### src/viu_regs.svh
// Register offsets, field positions and constants of the vectored interrupt unit
`ifndef VIU_REGS_SVH
`define VIU_REGS_SVH

// Register byte offsets
`define VIU_OFS_TIMER_CTRL 12'h000
`define VIU_OFS_ENABLE 12'h004
`define VIU_OFS_PRIORITY 12'h008
`define VIU_OFS_EXT_ENABLE 12'h00C
`define VIU_OFS_EXT_PRIORITY 12'h010
`define VIU_OFS_TIMER_TWO_IRQ 12'h014
`define VIU_OFS_WATCHDOG_CTRL 12'h018
`define VIU_OFS_PERIPH_FLAGS 12'h01C
`define VIU_OFS_STATUS 12'h020

// Writable masks and reset values
`define VIU_MASK_TIMER_CTRL 8'hAF
`define VIU_MASK_ENABLE 8'h7F
`define VIU_MASK_EXT 8'hFF
`define VIU_MASK_TIMER_TWO 8'h7F
`define VIU_MASK_WATCHDOG 8'h30
`define VIU_MASK_PERIPH 8'h7F
`define VIU_RST_BYTE 8'h00

// Timer control fields
`define VIU_TC_EXT0_MODE 0
`define VIU_TC_EXT0_FLAG 1
`define VIU_TC_EXT1_MODE 2
`define VIU_TC_EXT1_FLAG 3
`define VIU_TC_T0_OVF 5
`define VIU_TC_T1_OVF 7

// Watchdog control fields
`define VIU_WD_PFAIL_FLAG 4
`define VIU_WD_PFAIL_EN 5

// Peripheral flag fields
`define VIU_PF_S0_RX 0
`define VIU_PF_S0_TX 1
`define VIU_PF_S1_RX 2
`define VIU_PF_S1_TX 3
`define VIU_PF_CONV 4
`define VIU_PF_T2_OVF 5
`define VIU_PF_T2_SECOND 6

// Timer-two flag register fields
`define VIU_T2_SHARED_LSB 0
`define VIU_T2_CM0 4
`define VIU_T2_CM1 5
`define VIU_T2_CM2 6

// Enable / priority fields
`define VIU_EN_EXT0 0
`define VIU_EN_T0 1
`define VIU_EN_EXT1 2
`define VIU_EN_T1 3
`define VIU_EN_S0 4
`define VIU_EN_S1 5
`define VIU_EN_CONV 6
`define VIU_XEN_CM0 4
`define VIU_XEN_CM1 5
`define VIU_XEN_CM2 6
`define VIU_XEN_T2 7

// Vector generation
`define VIU_PFAIL_IDX 4'h0
`define VIU_PFAIL_VEC 8'h33
`define VIU_VEC_BASE 8'h03
`define VIU_SKIP_IDX 4'h7
`define VIU_NSRC 16
`define VIU_NPIN 6

`endif

### src/viu_pkg.sv
// Types shared by the vectored interrupt unit
package viu_pkg;
  typedef enum logic [0:0] {VIU_RUN, VIU_SETTLE} viu_state_t;
  typedef logic [3:0] viu_src_t;
  typedef logic [15:0] viu_vec16_t;
endpackage : viu_pkg

### src/viu_top.sv
// Vectored interrupt unit: flags, enables, priorities, arbitration and APB slave
`timescale 1ns/10ps
`default_nettype none
`include "viu_regs.svh"
module viu_top
  import viu_pkg::*;
(
  // Clock and reset
  input wire logic pclk,
  input wire logic presetn,
  // APB slave
  input wire logic psel,
  input wire logic penable,
  input wire logic pwrite,
  input wire logic [11:0] paddr,
  input wire logic [31:0] pwdata,
  output logic [31:0] prdata,
  output logic pready,
  output logic pslverr,
  // External interrupt pins, active low
  input wire logic [5:0] ext_pin_n,
  // Peripheral event pulses
  input wire logic power_fail_set,
  input wire logic timer0_ovf_set,
  input wire logic timer1_ovf_set,
  input wire logic timer2_ovf_set,
  input wire logic timer2_second_set,
  input wire logic [2:0] compare_set,
  input wire logic [3:0] capture_set,
  input wire logic serial0_rx_set,
  input wire logic serial0_tx_set,
  input wire logic serial1_rx_set,
  input wire logic serial1_tx_set,
  input wire logic converter_done_set,
  // CPU core handshake
  output logic irq_req,
  output logic [7:0] irq_vector,
  output logic [3:0] irq_source,
  output logic irq_level,
  input wire logic irq_ack,
  input wire logic irq_return
);
  // Register state
  logic [7:0] timer_ctrl_q;
  logic [7:0] timer_ctrl_d;
  logic [7:0] enable_q;
  logic [7:0] priority_q;
  logic [7:0] extended_enable_reg_q;
  logic [7:0] extended_priority_reg_q;
  logic [7:0] timer_two_irq_reg_q;
  logic [7:0] timer_two_irq_reg_d;
  logic [7:0] watchdog_control_reg_q;
  logic [7:0] watchdog_control_reg_d;
  logic [7:0] periph_flags_q;
  logic [7:0] periph_flags_d;

  // Handshake state
  viu_state_t state_q;
  logic req_q;
  logic lvl_q;
  viu_src_t idx_q;
  logic [7:0] vec_q;
  logic [1:0] in_service_q;

  // APB state
  logic pready_q;
  logic pslverr_q;
  logic [31:0] prdata_q;

  // Pin path
  logic [5:0] pin_sync;
  logic [5:0] pin_prev_q;
  logic [5:0] pin_fall;

  // Arbitration
  viu_vec16_t req_vec;
  viu_vec16_t high_vec;
  logic arb_valid;
  viu_src_t arb_idx;
  logic arb_lvl;
  logic grant;
  logic [15:0] grant_onehot;

  // Bus decode
  logic acc;
  logic wr;
  logic rd_phase;
  logic mapped;
  logic wr_tc;
  logic wr_en;
  logic wr_pr;
  logic wr_xen;
  logic wr_xpr;
  logic wr_t2;
  logic wr_wd;
  logic wr_pf;
  logic [31:0] rd_data;
  logic [7:0] wb;

  function automatic logic [7:0] vec_of(input viu_src_t i);
    if (i == `VIU_PFAIL_IDX) begin
      vec_of = `VIU_PFAIL_VEC;
    end else if (i >= `VIU_SKIP_IDX) begin
      vec_of = `VIU_VEC_BASE + {1'b0, i, 3'b000};
    end else begin
      vec_of = `VIU_VEC_BASE + {1'b0, i - 4'h1, 3'b000};
    end
  endfunction : vec_of

  assign prdata = prdata_q;
  assign pready = pready_q;
  assign pslverr = pslverr_q;
  assign irq_req = req_q;
  assign irq_vector = vec_q;
  assign irq_source = idx_q;
  assign irq_level = lvl_q;

  // Pins pass two flops before edge detection
  viu_sync #(.WIDTH(`VIU_NPIN)) u_sync (
    .pclk(pclk),
    .presetn(presetn),
    .async_in(ext_pin_n),
    .sync_out(pin_sync)
  );

  always_ff @(posedge pclk or negedge presetn) begin
    if (!presetn) begin
      pin_prev_q <= 6'h3F;
    end else begin
      pin_prev_q <= pin_sync;
    end
  end

  assign pin_fall = pin_prev_q & ~pin_sync;

  // APB: one wait state, write and read complete at the pready edge
  assign acc = psel & penable & pready_q;
  assign wr = acc & pwrite;
  assign rd_phase = psel & penable & ~pready_q;
  assign wb = pwdata[7:0];

  always_comb begin
    mapped = 1'b1;
    rd_data = 32'h0000_0000;
    if (paddr == `VIU_OFS_TIMER_CTRL) begin
      rd_data = {24'h00_0000, timer_ctrl_q};
    end else if (paddr == `VIU_OFS_ENABLE) begin
      rd_data = {24'h00_0000, enable_q};
    end else if (paddr == `VIU_OFS_PRIORITY) begin
      rd_data = {24'h00_0000, priority_q};
    end else if (paddr == `VIU_OFS_EXT_ENABLE) begin
      rd_data = {24'h00_0000, extended_enable_reg_q};
    end else if (paddr == `VIU_OFS_EXT_PRIORITY) begin
      rd_data = {24'h00_0000, extended_priority_reg_q};
    end else if (paddr == `VIU_OFS_TIMER_TWO_IRQ) begin
      rd_data = {24'h00_0000, timer_two_irq_reg_q};
    end else if (paddr == `VIU_OFS_WATCHDOG_CTRL) begin
      rd_data = {24'h00_0000, watchdog_control_reg_q};
    end else if (paddr == `VIU_OFS_PERIPH_FLAGS) begin
      rd_data = {24'h00_0000, periph_flags_q};
    end else if (paddr == `VIU_OFS_STATUS) begin
      rd_data = {16'h0000, in_service_q, lvl_q, req_q, idx_q, vec_q};
    end else begin
      mapped = 1'b0;
    end
  end

  assign wr_tc = wr & (paddr == `VIU_OFS_TIMER_CTRL);
  assign wr_en = wr & (paddr == `VIU_OFS_ENABLE);
  assign wr_pr = wr & (paddr == `VIU_OFS_PRIORITY);
  assign wr_xen = wr & (paddr == `VIU_OFS_EXT_ENABLE);
  assign wr_xpr = wr & (paddr == `VIU_OFS_EXT_PRIORITY);
  assign wr_t2 = wr & (paddr == `VIU_OFS_TIMER_TWO_IRQ);
  assign wr_wd = wr & (paddr == `VIU_OFS_WATCHDOG_CTRL);
  assign wr_pf = wr & (paddr == `VIU_OFS_PERIPH_FLAGS);

  always_ff @(posedge pclk or negedge presetn) begin
    if (!presetn) begin
      pready_q <= 1'b0;
      pslverr_q <= 1'b0;
      prdata_q <= 32'h0000_0000;
    end else begin
      pready_q <= rd_phase;
      pslverr_q <= rd_phase & ~mapped;
      if (rd_phase & ~pwrite) begin
        prdata_q <= rd_data;
      end
    end
  end

  // Enable and priority registers
  always_ff @(posedge pclk or negedge presetn) begin
    if (!presetn) begin
      enable_q <= `VIU_RST_BYTE;
      priority_q <= `VIU_RST_BYTE;
      extended_enable_reg_q <= `VIU_RST_BYTE;
      extended_priority_reg_q <= `VIU_RST_BYTE;
    end else begin
      if (wr_en) begin
        enable_q <= wb & `VIU_MASK_ENABLE;
      end
      if (wr_pr) begin
        priority_q <= wb & `VIU_MASK_ENABLE;
      end
      if (wr_xen) begin
        extended_enable_reg_q <= wb & `VIU_MASK_EXT;
      end
      if (wr_xpr) begin
        extended_priority_reg_q <= wb & `VIU_MASK_EXT;
      end
    end
  end

  assign grant = irq_ack & req_q;
  assign grant_onehot = grant ? (16'h0001 << idx_q) : 16'h0000;

  // Timer control flags; hardware set wins over software clear
  always_comb begin
    timer_ctrl_d = wr_tc ? wb : timer_ctrl_q;
    if (grant_onehot[4]) begin
      timer_ctrl_d[`VIU_TC_T0_OVF] = 1'b0;
    end
    if (grant_onehot[10]) begin
      timer_ctrl_d[`VIU_TC_T1_OVF] = 1'b0;
    end
    if (grant_onehot[1] & timer_ctrl_q[`VIU_TC_EXT0_MODE]) begin
      timer_ctrl_d[`VIU_TC_EXT0_FLAG] = 1'b0;
    end
    if (grant_onehot[7] & timer_ctrl_q[`VIU_TC_EXT1_MODE]) begin
      timer_ctrl_d[`VIU_TC_EXT1_FLAG] = 1'b0;
    end
    if (timer0_ovf_set) begin
      timer_ctrl_d[`VIU_TC_T0_OVF] = 1'b1;
    end
    if (timer1_ovf_set) begin
      timer_ctrl_d[`VIU_TC_T1_OVF] = 1'b1;
    end
    if (timer_ctrl_q[`VIU_TC_EXT0_MODE]) begin
      timer_ctrl_d[`VIU_TC_EXT0_FLAG] = timer_ctrl_d[`VIU_TC_EXT0_FLAG] | pin_fall[0];
    end else begin
      timer_ctrl_d[`VIU_TC_EXT0_FLAG] = ~pin_sync[0];
    end
    if (timer_ctrl_q[`VIU_TC_EXT1_MODE]) begin
      timer_ctrl_d[`VIU_TC_EXT1_FLAG] = timer_ctrl_d[`VIU_TC_EXT1_FLAG] | pin_fall[1];
    end else begin
      timer_ctrl_d[`VIU_TC_EXT1_FLAG] = ~pin_sync[1];
    end
    timer_ctrl_d = timer_ctrl_d & `VIU_MASK_TIMER_CTRL;
  end

  // Remaining flags clear only by software write
  always_comb begin
    timer_two_irq_reg_d = wr_t2 ? wb : timer_two_irq_reg_q;
    timer_two_irq_reg_d[`VIU_T2_SHARED_LSB +: 4] = timer_two_irq_reg_d[`VIU_T2_SHARED_LSB +: 4]
      | capture_set | pin_fall[5:2];
    timer_two_irq_reg_d[`VIU_T2_CM0] = timer_two_irq_reg_d[`VIU_T2_CM0] | compare_set[0];
    timer_two_irq_reg_d[`VIU_T2_CM1] = timer_two_irq_reg_d[`VIU_T2_CM1] | compare_set[1];
    timer_two_irq_reg_d[`VIU_T2_CM2] = timer_two_irq_reg_d[`VIU_T2_CM2] | compare_set[2];
    timer_two_irq_reg_d = timer_two_irq_reg_d & `VIU_MASK_TIMER_TWO;

    watchdog_control_reg_d = wr_wd ? wb : watchdog_control_reg_q;
    watchdog_control_reg_d[`VIU_WD_PFAIL_FLAG] = watchdog_control_reg_d[`VIU_WD_PFAIL_FLAG]
      | power_fail_set;
    watchdog_control_reg_d = watchdog_control_reg_d & `VIU_MASK_WATCHDOG;

    periph_flags_d = wr_pf ? wb : periph_flags_q;
    periph_flags_d[`VIU_PF_S0_RX] = periph_flags_d[`VIU_PF_S0_RX] | serial0_rx_set;
    periph_flags_d[`VIU_PF_S0_TX] = periph_flags_d[`VIU_PF_S0_TX] | serial0_tx_set;
    periph_flags_d[`VIU_PF_S1_RX] = periph_flags_d[`VIU_PF_S1_RX] | serial1_rx_set;
    periph_flags_d[`VIU_PF_S1_TX] = periph_flags_d[`VIU_PF_S1_TX] | serial1_tx_set;
    periph_flags_d[`VIU_PF_CONV] = periph_flags_d[`VIU_PF_CONV] | converter_done_set;
    periph_flags_d[`VIU_PF_T2_OVF] = periph_flags_d[`VIU_PF_T2_OVF] | timer2_ovf_set;
    periph_flags_d[`VIU_PF_T2_SECOND] = periph_flags_d[`VIU_PF_T2_SECOND] | timer2_second_set;
    periph_flags_d = periph_flags_d & `VIU_MASK_PERIPH;
  end

  always_ff @(posedge pclk or negedge presetn) begin
    if (!presetn) begin
      timer_ctrl_q <= `VIU_RST_BYTE;
      timer_two_irq_reg_q <= `VIU_RST_BYTE;
      watchdog_control_reg_q <= `VIU_RST_BYTE;
      periph_flags_q <= `VIU_RST_BYTE;
    end else begin
      timer_ctrl_q <= timer_ctrl_d;
      timer_two_irq_reg_q <= timer_two_irq_reg_d;
      watchdog_control_reg_q <= watchdog_control_reg_d;
      periph_flags_q <= periph_flags_d;
    end
  end

  // Source table; index equals natural priority
  always_comb begin
    req_vec[0] = watchdog_control_reg_q[`VIU_WD_PFAIL_FLAG]
      & watchdog_control_reg_q[`VIU_WD_PFAIL_EN];
    high_vec[0] = 1'b1;
    req_vec[1] = timer_ctrl_q[`VIU_TC_EXT0_FLAG] & enable_q[`VIU_EN_EXT0];
    high_vec[1] = priority_q[`VIU_EN_EXT0];
    req_vec[2] = (periph_flags_q[`VIU_PF_S1_RX] | periph_flags_q[`VIU_PF_S1_TX])
      & enable_q[`VIU_EN_S1];
    high_vec[2] = priority_q[`VIU_EN_S1];
    req_vec[3] = periph_flags_q[`VIU_PF_CONV] & enable_q[`VIU_EN_CONV];
    high_vec[3] = priority_q[`VIU_EN_CONV];
    req_vec[4] = timer_ctrl_q[`VIU_TC_T0_OVF] & enable_q[`VIU_EN_T0];
    high_vec[4] = priority_q[`VIU_EN_T0];
    req_vec[5] = timer_two_irq_reg_q[`VIU_T2_SHARED_LSB] & extended_enable_reg_q[`VIU_T2_SHARED_LSB];
    high_vec[5] = extended_priority_reg_q[`VIU_T2_SHARED_LSB];
    req_vec[6] = timer_two_irq_reg_q[`VIU_T2_CM0] & extended_enable_reg_q[`VIU_XEN_CM0];
    high_vec[6] = extended_priority_reg_q[`VIU_XEN_CM0];
    req_vec[7] = timer_ctrl_q[`VIU_TC_EXT1_FLAG] & enable_q[`VIU_EN_EXT1];
    high_vec[7] = priority_q[`VIU_EN_EXT1];
    req_vec[8] = timer_two_irq_reg_q[`VIU_T2_SHARED_LSB + 1] & extended_enable_reg_q[`VIU_T2_SHARED_LSB + 1];
    high_vec[8] = extended_priority_reg_q[`VIU_T2_SHARED_LSB + 1];
    req_vec[9] = timer_two_irq_reg_q[`VIU_T2_CM1] & extended_enable_reg_q[`VIU_XEN_CM1];
    high_vec[9] = extended_priority_reg_q[`VIU_XEN_CM1];
    req_vec[10] = timer_ctrl_q[`VIU_TC_T1_OVF] & enable_q[`VIU_EN_T1];
    high_vec[10] = priority_q[`VIU_EN_T1];
    req_vec[11] = timer_two_irq_reg_q[`VIU_T2_SHARED_LSB + 2] & extended_enable_reg_q[`VIU_T2_SHARED_LSB + 2];
    high_vec[11] = extended_priority_reg_q[`VIU_T2_SHARED_LSB + 2];
    req_vec[12] = timer_two_irq_reg_q[`VIU_T2_CM2] & extended_enable_reg_q[`VIU_XEN_CM2];
    high_vec[12] = extended_priority_reg_q[`VIU_XEN_CM2];
    req_vec[13] = (periph_flags_q[`VIU_PF_S0_RX] | periph_flags_q[`VIU_PF_S0_TX])
      & enable_q[`VIU_EN_S0];
    high_vec[13] = priority_q[`VIU_EN_S0];
    req_vec[14] = timer_two_irq_reg_q[`VIU_T2_SHARED_LSB + 3] & extended_enable_reg_q[`VIU_T2_SHARED_LSB + 3];
    high_vec[14] = extended_priority_reg_q[`VIU_T2_SHARED_LSB + 3];
    req_vec[15] = (periph_flags_q[`VIU_PF_T2_OVF] | periph_flags_q[`VIU_PF_T2_SECOND])
      & extended_enable_reg_q[`VIU_XEN_T2];
    high_vec[15] = extended_priority_reg_q[`VIU_XEN_T2];
  end

  // A high service blocks all; a low service blocks only low requests
  viu_arbiter u_arb (
    .req(req_vec),
    .high_lvl(high_vec),
    .allow_high(~in_service_q[1]),
    .allow_low(in_service_q == 2'b00),
    .valid(arb_valid),
    .idx(arb_idx),
    .lvl(arb_lvl)
  );

  // Offer to the core; one settle cycle after a grant lets cleared flags land
  always_ff @(posedge pclk or negedge presetn) begin
    if (!presetn) begin
      state_q <= VIU_RUN;
      req_q <= 1'b0;
      lvl_q <= 1'b0;
      idx_q <= '0;
      vec_q <= 8'h00;
    end else begin
      case (state_q)
        VIU_RUN: begin
          if (grant) begin
            state_q <= VIU_SETTLE;
            req_q <= 1'b0;
          end else begin
            req_q <= arb_valid;
            if (arb_valid) begin
              lvl_q <= arb_lvl;
              idx_q <= arb_idx;
              vec_q <= vec_of(arb_idx);
            end
          end
        end
        VIU_SETTLE: begin
          state_q <= VIU_RUN;
          req_q <= 1'b0;
        end
        default: begin
          state_q <= VIU_RUN;
          req_q <= 1'b0;
        end
      endcase
    end
  end

  // In-service levels; a return ends the highest active level
  always_ff @(posedge pclk or negedge presetn) begin
    if (!presetn) begin
      in_service_q <= 2'b00;
    end else if (grant) begin
      if (lvl_q) begin
        in_service_q[1] <= 1'b1;
      end else begin
        in_service_q[0] <= 1'b1;
      end
    end else if (irq_return) begin
      if (in_service_q[1]) begin
        in_service_q[1] <= 1'b0;
      end else begin
        in_service_q[0] <= 1'b0;
      end
    end
  end
endmodule : viu_top
`default_nettype wire

### src/viu_sync.sv
// Two-flop synchroniser, one stage pair per bit
`timescale 1ns/10ps
`default_nettype none
module viu_sync #(
  parameter int WIDTH = 6
) (
  // Clock and reset
  input wire logic pclk,
  input wire logic presetn,
  // Data
  input wire logic [WIDTH-1:0] async_in,
  output logic [WIDTH-1:0] sync_out
);
  genvar g;
  generate
    for (g = 0; g < WIDTH; g++) begin : g_bit
      logic meta_q;
      logic sync_q;
      // Reset value matches an idle high pin
      always_ff @(posedge pclk or negedge presetn) begin
        if (!presetn) begin
          meta_q <= 1'b1;
          sync_q <= 1'b1;
        end else begin
          meta_q <= async_in[g];
          sync_q <= meta_q;
        end
      end
      assign sync_out[g] = sync_q;
    end
  endgenerate
endmodule : viu_sync
`default_nettype wire

### src/viu_arbiter.sv
// Two-level fixed-priority request selector
`timescale 1ns/10ps
`default_nettype none
`include "viu_regs.svh"
module viu_arbiter
  import viu_pkg::*;
(
  // Requests and their programmed levels
  input wire logic [15:0] req,
  input wire logic [15:0] high_lvl,
  // Which levels may be granted now
  input wire logic allow_high,
  input wire logic allow_low,
  // Selection
  output logic valid,
  output viu_src_t idx,
  output logic lvl
);
  logic [15:0] hi_req;
  logic [15:0] lo_req;

  assign hi_req = req & high_lvl & {16{allow_high}};
  assign lo_req = req & ~high_lvl & {16{allow_low}};

  // High level first, then lowest index within a level
  always_comb begin
    valid = 1'b0;
    idx = '0;
    lvl = 1'b0;
    for (int i = `VIU_NSRC - 1; i >= 0; i--) begin
      if (lo_req[i]) begin
        valid = 1'b1;
        idx = viu_src_t'(i);
        lvl = 1'b0;
      end
    end
    for (int i = `VIU_NSRC - 1; i >= 0; i--) begin
      if (hi_req[i]) begin
        valid = 1'b1;
        idx = viu_src_t'(i);
        lvl = 1'b1;
      end
    end
  end
endmodule : viu_arbiter
`default_nettype wire

### config.mk
export PLATFORM = sky130hd
export DESIGN_NAME = viu_top
export DESIGN_NICKNAME = d
export VERILOG_FILES = /design/src/viu_pkg.sv /design/src/viu_top.sv /design/src/viu_sync.sv /design/src/viu_arbiter.sv
export VERILOG_INCLUDE_DIRS = /design/src
export SDC_FILE = /design/constraint.sdc
export NUM_CORES = 1
export LEC_CHECK = 0
export CAP_MARGIN = 0
export CORE_ASPECT_RATIO = 1.5
export CORE_MARGIN = 2
export CORE_UTILIZATION = 60
export DETAILED_ROUTE_END_ITERATION = 6
export DONT_BUFFER_PORTS = 1
export PLACE_DENSITY_LB_ADDON = 0.25
export SYNTH_ARGS = -nofsm -noshare
export SYNTH_HDL_FRONTEND = slang
export SYNTH_SLANG_ARGS = --single-unit
### constraint.sdc
create_clock -name pclk -period 3.9 [get_ports pclk]
set_input_delay 0.39 -clock pclk [delete_from_list [all_inputs] [get_ports pclk]]
set_output_delay 0.39 -clock pclk [all_outputs]
set_load 0.1 [all_outputs]
==> results of run 1 <==
cells by family after synthesis:
family,Yosys count
AND/OR/NAND/NOR,178
AO/OA/AOI/OAI,135
flip-flops,102
multiplexers,54
buffers and inverters,45
adder cells (fa/ha/maj),2
other,1
XOR/XNOR,1
sequential cells by signal, indices dropped and copies added (netlist names):
name,count
periph_flags_q,7
pready,1
enable_q,7
extended_enable_reg_q,8
u_sync.g_bit.meta_q,6
irq_level,1
extended_priority_reg_q,8
u_sync.g_bit.sync_q,6
in_service_q,2
irq_req,1
state_q,1
prdata,16
timer_two_irq_reg_q,7
pin_prev_q,6
watchdog_control_reg_q,2
pslverr,1
irq_source,4
priority_q,7
timer_ctrl_q,6
irq_vector,5
worst paths after layout:
| check | end | from |
|---|---|---|
| min | u_sync.g_bit[0].meta_q | ext_pin_n[0] |
| max in group asynchronous | u_sync.g_bit[5].sync_q | presetn |
| min reg2reg | u_sync.g_bit[1].sync_q | u_sync.g_bit[1].meta_q |
| min in group asynchronous | pslverr | presetn |
| max reg2reg | irq_vector[6] | in_service_q[1] |
| max | irq_vector[6] | in_service_q[1] |
cell type report:
| cell class | instances | area share (%) |
|---|---|---|
| inverter | 12 | 0.786 |
| sequential | 102 | 44.9 |
| tap | 110 | 2.40 |
| clock inverter | 7 | 1.42 |
| timing repair buffer | 11 | 1.83 |
| multi-input combinational | 388 | 44.7 |
| clock buffer | 9 | 3.93 |
cells in the mapped netlist (all sizes together) (8+ instances only):
cell type,number
nor2,31
nor2b,16
mux2i,12
a31oi,9
dfrtp,84
buf,25
a211o,10
clkbuf,8
nand2,62
nand3b,10
mux2,41
inv,12
nand3,11
nand4b,9
a21oi,26
o21ai,37
dfstp,18
nand2b,8
stage by stage:
| stage | utilization (%) | std cells | hold slack, ps |
|---|---|---|---|
| finish | 65.7 | 639 | 29.1 |
| global route | 65.7 | 639 | 17.1 |
| CTS | 65.7 | 639 | 21.1 |
| detailed placement | 61.8 | 621 | 96.4 |
| global placement | 61.8 | 621 | 96.2 |
| floorplan | - | 535 | 94.4 |
report_power, final:
| part | internal, mW | total, mW | switching, mW |
|---|---|---|---|
| clock | 0.506 | 0.911 | 0.405 |
| sequential | 1.12 | 1.49 | 0.373 |
| combinational | 0.139 | 0.418 | 0.279 |
| total | 1.76 | 2.82 | 1.06 |
repair_timing:
| item | 4_1_cts | 5_1_grt |
|---|---|---|
| endpoints found under the hold margin | 102 | 0 |
| gates resized for setup | 0 | 0 |
| hold buffers | 2 | 0 |
per-layer routing:
metal	up-vias	part of all wire [%]	global-route usage [%]
met1	2074	39	39.7
met5	-	0	0
li1	1900	-	-
met2	172	52	55.1
met3	36	5.7	5.53
met4	0	4.1	14.7
==> results.yml, run 1 <==
synthesis:
  synthAdderAreaFrac_pct: 0.470
  synth-xor-area-share_pct: 0.165
  synth_top_family_by_area: "simple AND/OR/NAND/NOR gates"
  yosys_warnings: 0
  synth_edf_count: 0
  ys.flop_type: "dfrtp_1"
  synthMuxAreaShare_pct: 11.5
  ys_types: 65
  syn_inst: 518
  synth_compound_area_share_pct: 16.5
  yosysSeqAreaShare_pct: 48.4
  synth.top_cells.by_area: "dfrtp_1 39%, dfstp_2 8.9%, mux2_2 8.2%"
  synth.avg_cell_area_um2: 10.3
  syn_area_mm2: 0.00532
  ys_async_sr_fraction_pct: 100
  synth_area_leader_cell: "dfrtp_1"
  ys_ff_latch: 102
  synth-simple-area-share_pct: 18.2
  synthDominantCellAreaShare_pct: 39.5
critical_path:
  cp_num_cells: 12
  crit_type: "register to register"
  critPathRequiredTime_ps: 4170
  critPathTopFamily: "simple AND/OR/NAND/NOR gates"
  rr_worst_depth: 12
  crit_arrival_ps: 3550
  cpMaxStageDelayCell: "dfrtp_1"
  endpoint_kind: "register"
  crit_chain: "and4b_1 -> o21bai_1 -> or4_1 -> a31oi_1 -> o21ai_0 -> a21oi_1 -> inv_1 -> ha_1 -> inv_1 -> a21oi_1 -> or4_1 -> o211ai_1"
  crit_buf_inv: 2
  max_stage_delay_ps: 540
  rrSetupSlack_ps: 620
  critPathLaunchType: "register"
  critPathMaxFanout: 8
route:
  drc: 0
  wirelength_um: 14700
  dr.pass1.iters: 5
  wire_per_inst_um: 23.0
  viasPerCell: 6.54
  drt_iter0_drc: 291
  vias: 4182
  ant_nets: 0
die:
  coreArea_mm2: 0.00872
  die_w_um: 80.9
  die-area_mm2: 0.00966
  fp-row-count: 42
  start_util_pct: 61.0
  die_y_um: 119
  ios: 122
layout:
  multi_input_area_mm2: 0.00256
  nets: 600
  syn2layout_area_growth_pct: 7.69
  antennaDiodeCount: 0
  drive_gt1_share_pct: 19.1
  seq_area_mm2: 0.00258
  fillers: 705
  design_area_mm2: 0.00573
  layout_common_cells: "83 x dfrtp_1, 61 x nand2_1, 39 x mux2_2"
  final_common_cell: "dfrtp_1"
timing:
  finClkSkew_ps: 4.63
  setup_ws_ps: 622
  worst_slew_pin_slew_ps: 1070
  setup_viol: 0
  hold_viol: 0
  post-route-min-period_ps: 3280
  fmax_mhz: 305
  relSlewSlack_pct: 28.9
  rsz0062_at_grt: "no"
  setup_tns_ps: 0
  finalMaxSlewViolations: 0
  min_period_over_period_pct: 84.0
global_routing:
  antenna_found_initial: 0
  grt_pass1_vias: 4163
  grt_start_max_net_pins: 103
  grt_usage_pct: 32.5
  overflow: 0
  grt_pass1_wl_um: 23200
clock_tree:
  cts_setup_buffers: 0
  cts-root-buf: "clkbuf_16"
  cts-htree-levels: 3
  path_clk_slew_ps: 70
  cts_made_buffers: 9
  cts_tree: "built"
  cts_sinks: 102
  cts.path.max_buffers: 2
  clk_latency_ps: 350
flow_run:
  maxCapViolations: 0
placement:
  dp_hpwl_um: 11200
  post-place-ws_ps: 739
  gp_congestion: 0.954
  postPlaceCellArea_mm2: 0.00539
  port_buffers: 0
min_path:
  hold_depth: 0
  hold_class: "input pin to register"
power_and_ir_drop:
  power.leakage_nw: 2.42
  peakVddDrop_mv: 0.333
  totalPowerFinal_mw: 2.82
  powerDensity_mw_per_mm2: 492
run_status:
  status: "complete, no violations"
Note: power is estimated with default switching activity, not from simulation.
==> run 2: changes to the inputs <==
CORE_UTILIZATION = 57   (was 60)
clock period = 3 ns   (was 3.9 ns; I/O delays follow)
==> results.yml, run 2 (synthesized netlist as in run 1, its figures left out) <==
power_and_ir_drop:
  peakVddDrop_mv: 0.532
  powerDensity_mw_per_mm2: 607
  power.leakage_nw: 2.71
clock_tree:
  cts-root-buf: "clkbuf_16"
  cts_made_buffers: 9
  clk_latency_ps: 340
  path_clk_slew_ps: 70
  cts.path.max_buffers: 2
  cts_tree: "built"
  cts-htree-levels: 3
  cts_sinks: 102
layout:
  layout_common_cells: "82 x dfrtp_1, 61 x nand2_1, 60 x buf_4"
  fillers: 736
  largest_reg_flops: 16
  final_common_cell: "dfrtp_1"
  antennaDiodeCount: 0
  nets: 659
  syn2layout_area_growth_pct: 16.5
  design_area_mm2: 0.00620
  drive_gt1_share_pct: 27.1
  fin_util_pct: 67.8
critical_path:
  crit_type: "register to register"
  rr_startpoint: "in_service_q[1]"
  critPathLaunchType: "register"
  endpoint_kind: "register"
  critPathMaxFanout: 6
  startpoint: "in_service_q[1]"
  critPathRequiredTime_ps: 3220
  crit_arrival_ps: 3180
die:
  ios: 122
  die_w_um: 82.9
  start_util_pct: 58.2
  die-area_mm2: 0.0101
  die_y_um: 122
  coreArea_mm2: 0.00915
  fp-row-count: 43
global_routing:
  grt_start_max_net_pins: 103
  grt_pass1_vias: 4348
  grt_usage_pct: 30.6
  grt_pass1_wl_um: 23800
  overflow: 0
  antenna_found_initial: 0
timing:
  relSlewSlack_pct: 34.5
  worst_slew_pin_slew_ps: 983
  hold_slack_ps: 50.3
  min_period_over_period_pct: 98.5
  post-route-min-period_ps: 2950
  rsz0062_at_grt: "yes"
  fmax_mhz: 338
  hold_viol: 0
  setup_ws_ps: 45.4
  setup_viol: 0
  finalMaxSlewViolations: 0
  finClkSkew_ps: 8.28
placement:
  postPlaceCellArea_mm2: 0.00575
  port_buffers: 0
  gp_congestion: 0.958
  dp_hpwl_um: 11800
  post-place-ws_ps: 8.74
flow_run:
  maxCapViolations: 0
route:
  drt_iter0_drc: 242
  drc: 0
  dr.pass1.iters: 5
  vias: 4395
  wirelength_um: 15400
  viasPerCell: 6.29
  ant_nets: 0
  wire_per_inst_um: 22.0
min_path:
  hold_start: "serial0_tx_set"
  hold_class: "input pin to register"
run_status:
  status: "complete, no violations"
-- run 2: critical path: stages (launching register included) --
cell	delay (ps)
dfrtp_2	460
buf_6	150
buf_4	150
nand4b_1	230
a21oi_2	230
o2111ai_2	120
o31a_1	350
inv_2	70
ha_2	170
inv_1	50
buf_4	120
or4_1	500
a31oi_1	140
o21ai_1	90
-- run 2: where the power goes --
| group | leakage (nW) | switching (mW) | internal [mW] | total (mW) |
|---|---|---|---|---|
| logic | 1.34 | 0.768 | 0.284 | 1.05 |
| clock network | 0.136 | 0.493 | 0.643 | 1.14 |
| registers | 1.23 | 0.112 | 1.46 | 1.58 |
| total | 2.71 | 1.37 | 2.39 | 3.76 |
-- run 2: final cells by class --
| type | count | area, um2 | area share, % |
|---|---|---|---|
| multi-input combinational | 388 | 2590 | 41.8 |
| sequential | 102 | 2580 | 41.6 |
| timing repair buffer | 70 | 564 | 9.10 |
| clock buffer | 11 | 233 | 3.75 |
| tap | 112 | 140 | 2.26 |
| clock inverter | 4 | 51.3 | 0.827 |
| inverter | 12 | 45.0 | 0.727 |
-- run 2: what timing repair did --
item | 4_1_cts | 5_1_grt
setup buffers | 0 | 4
hold buffers | 8 | 0
gates resized for setup | 1 | 12
endpoints found under the setup margin | 1 | 5
pin swaps | 0 | 5
hold endpoints to repair | 108 | 0
cloned | 0 | 1
-- run 2: worst paths after layout --
kind / end / slack, ps / cells past startpoint
max reg2reg: irq_vector[5] / 50 / 13
min: periph_flags_q[1] / 50 / 1
min reg2reg: u_sync.g_bit[3].sync_q / 360 / 0
max: irq_vector[5] / 50 / 13
max in group asynchronous: u_sync.g_bit[5].meta_q / 2030 / 2
min in group asynchronous: prdata[15] / 560 / 2
-- run 2: stage by stage --
step                      total power, mW  setup TNS (ps)  std cells
after floorplan                      2.35               0        535
after global placement               2.58               0        671
after detailed placement             2.60               0        671
after CTS                            3.77               0        694
after global routing                 3.92           -42.7        699
final                                3.76               0        699
-- run 2: metal layers --
layer / GRT usage [%] / share of wire, % / vias up
met3: 5.78 / 6.0 / 52
li1: - / - / 2005
met1: 36.2 / 38 / 2142
met4: 16.2 / 5.1 / 0
met5: 0 / 0 / -
met2: 52.9 / 51 / 196
==> run 3: changes to the inputs <==
CORE_UTILIZATION = 60   (was 57)
CTS_BUF_LIST = sky130_fd_sc_hd__clkbuf_4 sky130_fd_sc_hd__clkbuf_8   (was default)
==> results.yml, run 3 (synthesized netlist as in run 1, its figures left out) <==
min_path:
  hold_depth: 1
  hold_class: "input pin to register"
  whs_endpoint: "periph_flags_q[4]"
  hold_start: "converter_done_set"
power_and_ir_drop:
  totalPowerFinal_mw: 3.57
  power.leakage_nw: 2.58
  peakVddDrop_mv: 0.536
  powerDensity_mw_per_mm2: 596
timing:
  hold_slack_ps: 13.4
  worst_slew_pin_slew_ps: 996
  finClkSkew_ps: 8.91
  fmax_mhz: 345
  hold_viol: 0
  relSlewSlack_pct: 33.6
  setup_viol: 0
  finalMaxSlewViolations: 0
  post-route-min-period_ps: 2890
  setup_ws_ps: 105
  min_period_over_period_pct: 96.5
layout:
  largest_reg_flops: 16
  nets: 641
  syn2layout_area_growth_pct: 12.6
  final_common_cell: "dfrtp_1"
  drive_gt1_share_pct: 24.6
  layout_common_cells: "82 x dfrtp_1, 61 x nand2_1, 41 x buf_4"
  antennaDiodeCount: 0
  fillers: 706
critical_path:
  rr_worst_depth: 11
  crit_arrival_ps: 3210
  rr_startpoint: "in_service_q[1]"
  critPathMaxFanout: 6
  critPathRequiredTime_ps: 3310
  critPathLaunchType: "register"
  endpoint_kind: "register"
  r2r_end: "irq_vector[4]"
  rrSetupSlack_ps: 110
  crit_type: "register to register"
die:
  coreArea_mm2: 0.00872
  start_util_pct: 61.0
  die_w_um: 80.9
  ios: 122
  fp-row-count: 42
  die_y_um: 119
  die-area_mm2: 0.00966
clock_tree:
  cts.path.max_buffers: 2
  cts-root-buf: "clkbuf_8"
  clk_latency_ps: 380
  cts_sinks: 102
  cts_made_buffers: 9
  cts-htree-levels: 3
  cts_tree: "built"
  path_clk_slew_ps: 100
global_routing:
  grt_pass1_wl_um: 22700
  antenna_found_initial: 0
  grt_usage_pct: 31.9
  overflow: 0
  grt_start_max_net_pins: 103
  grt_pass1_vias: 4237
route:
  drc: 0
  dr.pass1.iters: 6
  wire_per_inst_um: 21.6
  drt_iter0_drc: 313
  vias: 4307
  ant_nets: 0
  viasPerCell: 6.33
  wirelength_um: 14700
placement:
  dp_hpwl_um: 11100
  post-place-ws_ps: 1.99
  gp_congestion: 1.02
  port_buffers: 0
flow_run:
  maxCapViolations: 0
run_status:
  status: "complete, no violations"
==> run 3: cell count changes in the layout (fill, tap and decap cells not counted), moves of 2 or more <==
cell	change
a21oi_2	-2
a21oi_1	+2
clkbuf_16	-9
inv_6	+3
clkbuf_8	+9
buf_4	-19
clkbuf_1	-2
==> run 3: cell type report <==
class / count / area [um2] / share of cell area [%]
tap: 110 / 138 / 2.30
timing repair buffer: 52 / 438 / 7.31
inverter: 12 / 45.0 / 0.752
clock inverter: 7 / 103 / 1.71
sequential: 102 / 2580 / 43.0
multi-input combinational: 388 / 2570 / 42.9
clock buffer: 9 / 124 / 2.07
==> run 3: what timing repair did <==
item	4_1_cts	5_1_grt
hold endpoints to repair	109	0
hold buffers	9	0
gates resized for setup	1	10
buffers inserted	0	3
endpoints found under the setup margin	1	4
pin swaps	0	8
==> run 3: through the flow <==
stage | instance area (um2) | setup TNS, ps | std cells | util (%)
6_report | 5990 | 0 | 680 | 68.7
5_1_grt | 5990 | -15.9 | 680 | 68.7
4_1_cts | 5960 | 0 | 677 | 68.3
3_5_place_dp | 5620 | 0 | 652 | 64.4
3_3_place_gp | 5620 | 0 | 652 | 64.4
2_1_floorplan | 5390 | 0 | 535 | -
==> run 3: report_power, final <==
part | switching [mW] | internal [mW] | leakage [nW]
sequential | 0.120 | 1.46 | 1.23
combinational | 0.748 | 0.263 | 1.24
clock | 0.495 | 0.480 | 0.111
total | 1.36 | 2.21 | 2.58
==> run 3: layer usage <==
layer  global-route usage, %  share of wire, %  vias to the layer above
li1                        -                 -                     1967
met1                    40.0                39                     2126
met2                    53.0                51                      177
met3                    3.79               5.2                       37
met4                    16.6               4.3                        0
met5                       0                 0                        -
==> run 3: worst max path at each step <==
stage                       from            end  slack (ps)  depth (start not counted)
2_1_floorplan    in_service_q[1]  irq_vector[6]         140                         13
6_report         in_service_q[1]  irq_vector[4]         110                         11
4_1_cts          in_service_q[1]  irq_vector[5]          30                         13
5_1_grt          in_service_q[1]  irq_vector[6]         -20                         13
3_5_place_dp   periph_flags_q[6]  irq_vector[5]           2                         11
3_3_place_gp   periph_flags_q[6]  irq_vector[5]          70                         11
==> run 3: worst max-delay path: stages (launching register included) <==
cell and delay (ps):
dfrtp_2 460, buf_6 140, and4b_1 240, o21ai_0 90, a21oi_1 220, o2111ai_1 150, o31a_1 380, buf_4 160
ha_1 190, a32oi_1 280, mux2_2 390, a21oi_1 140
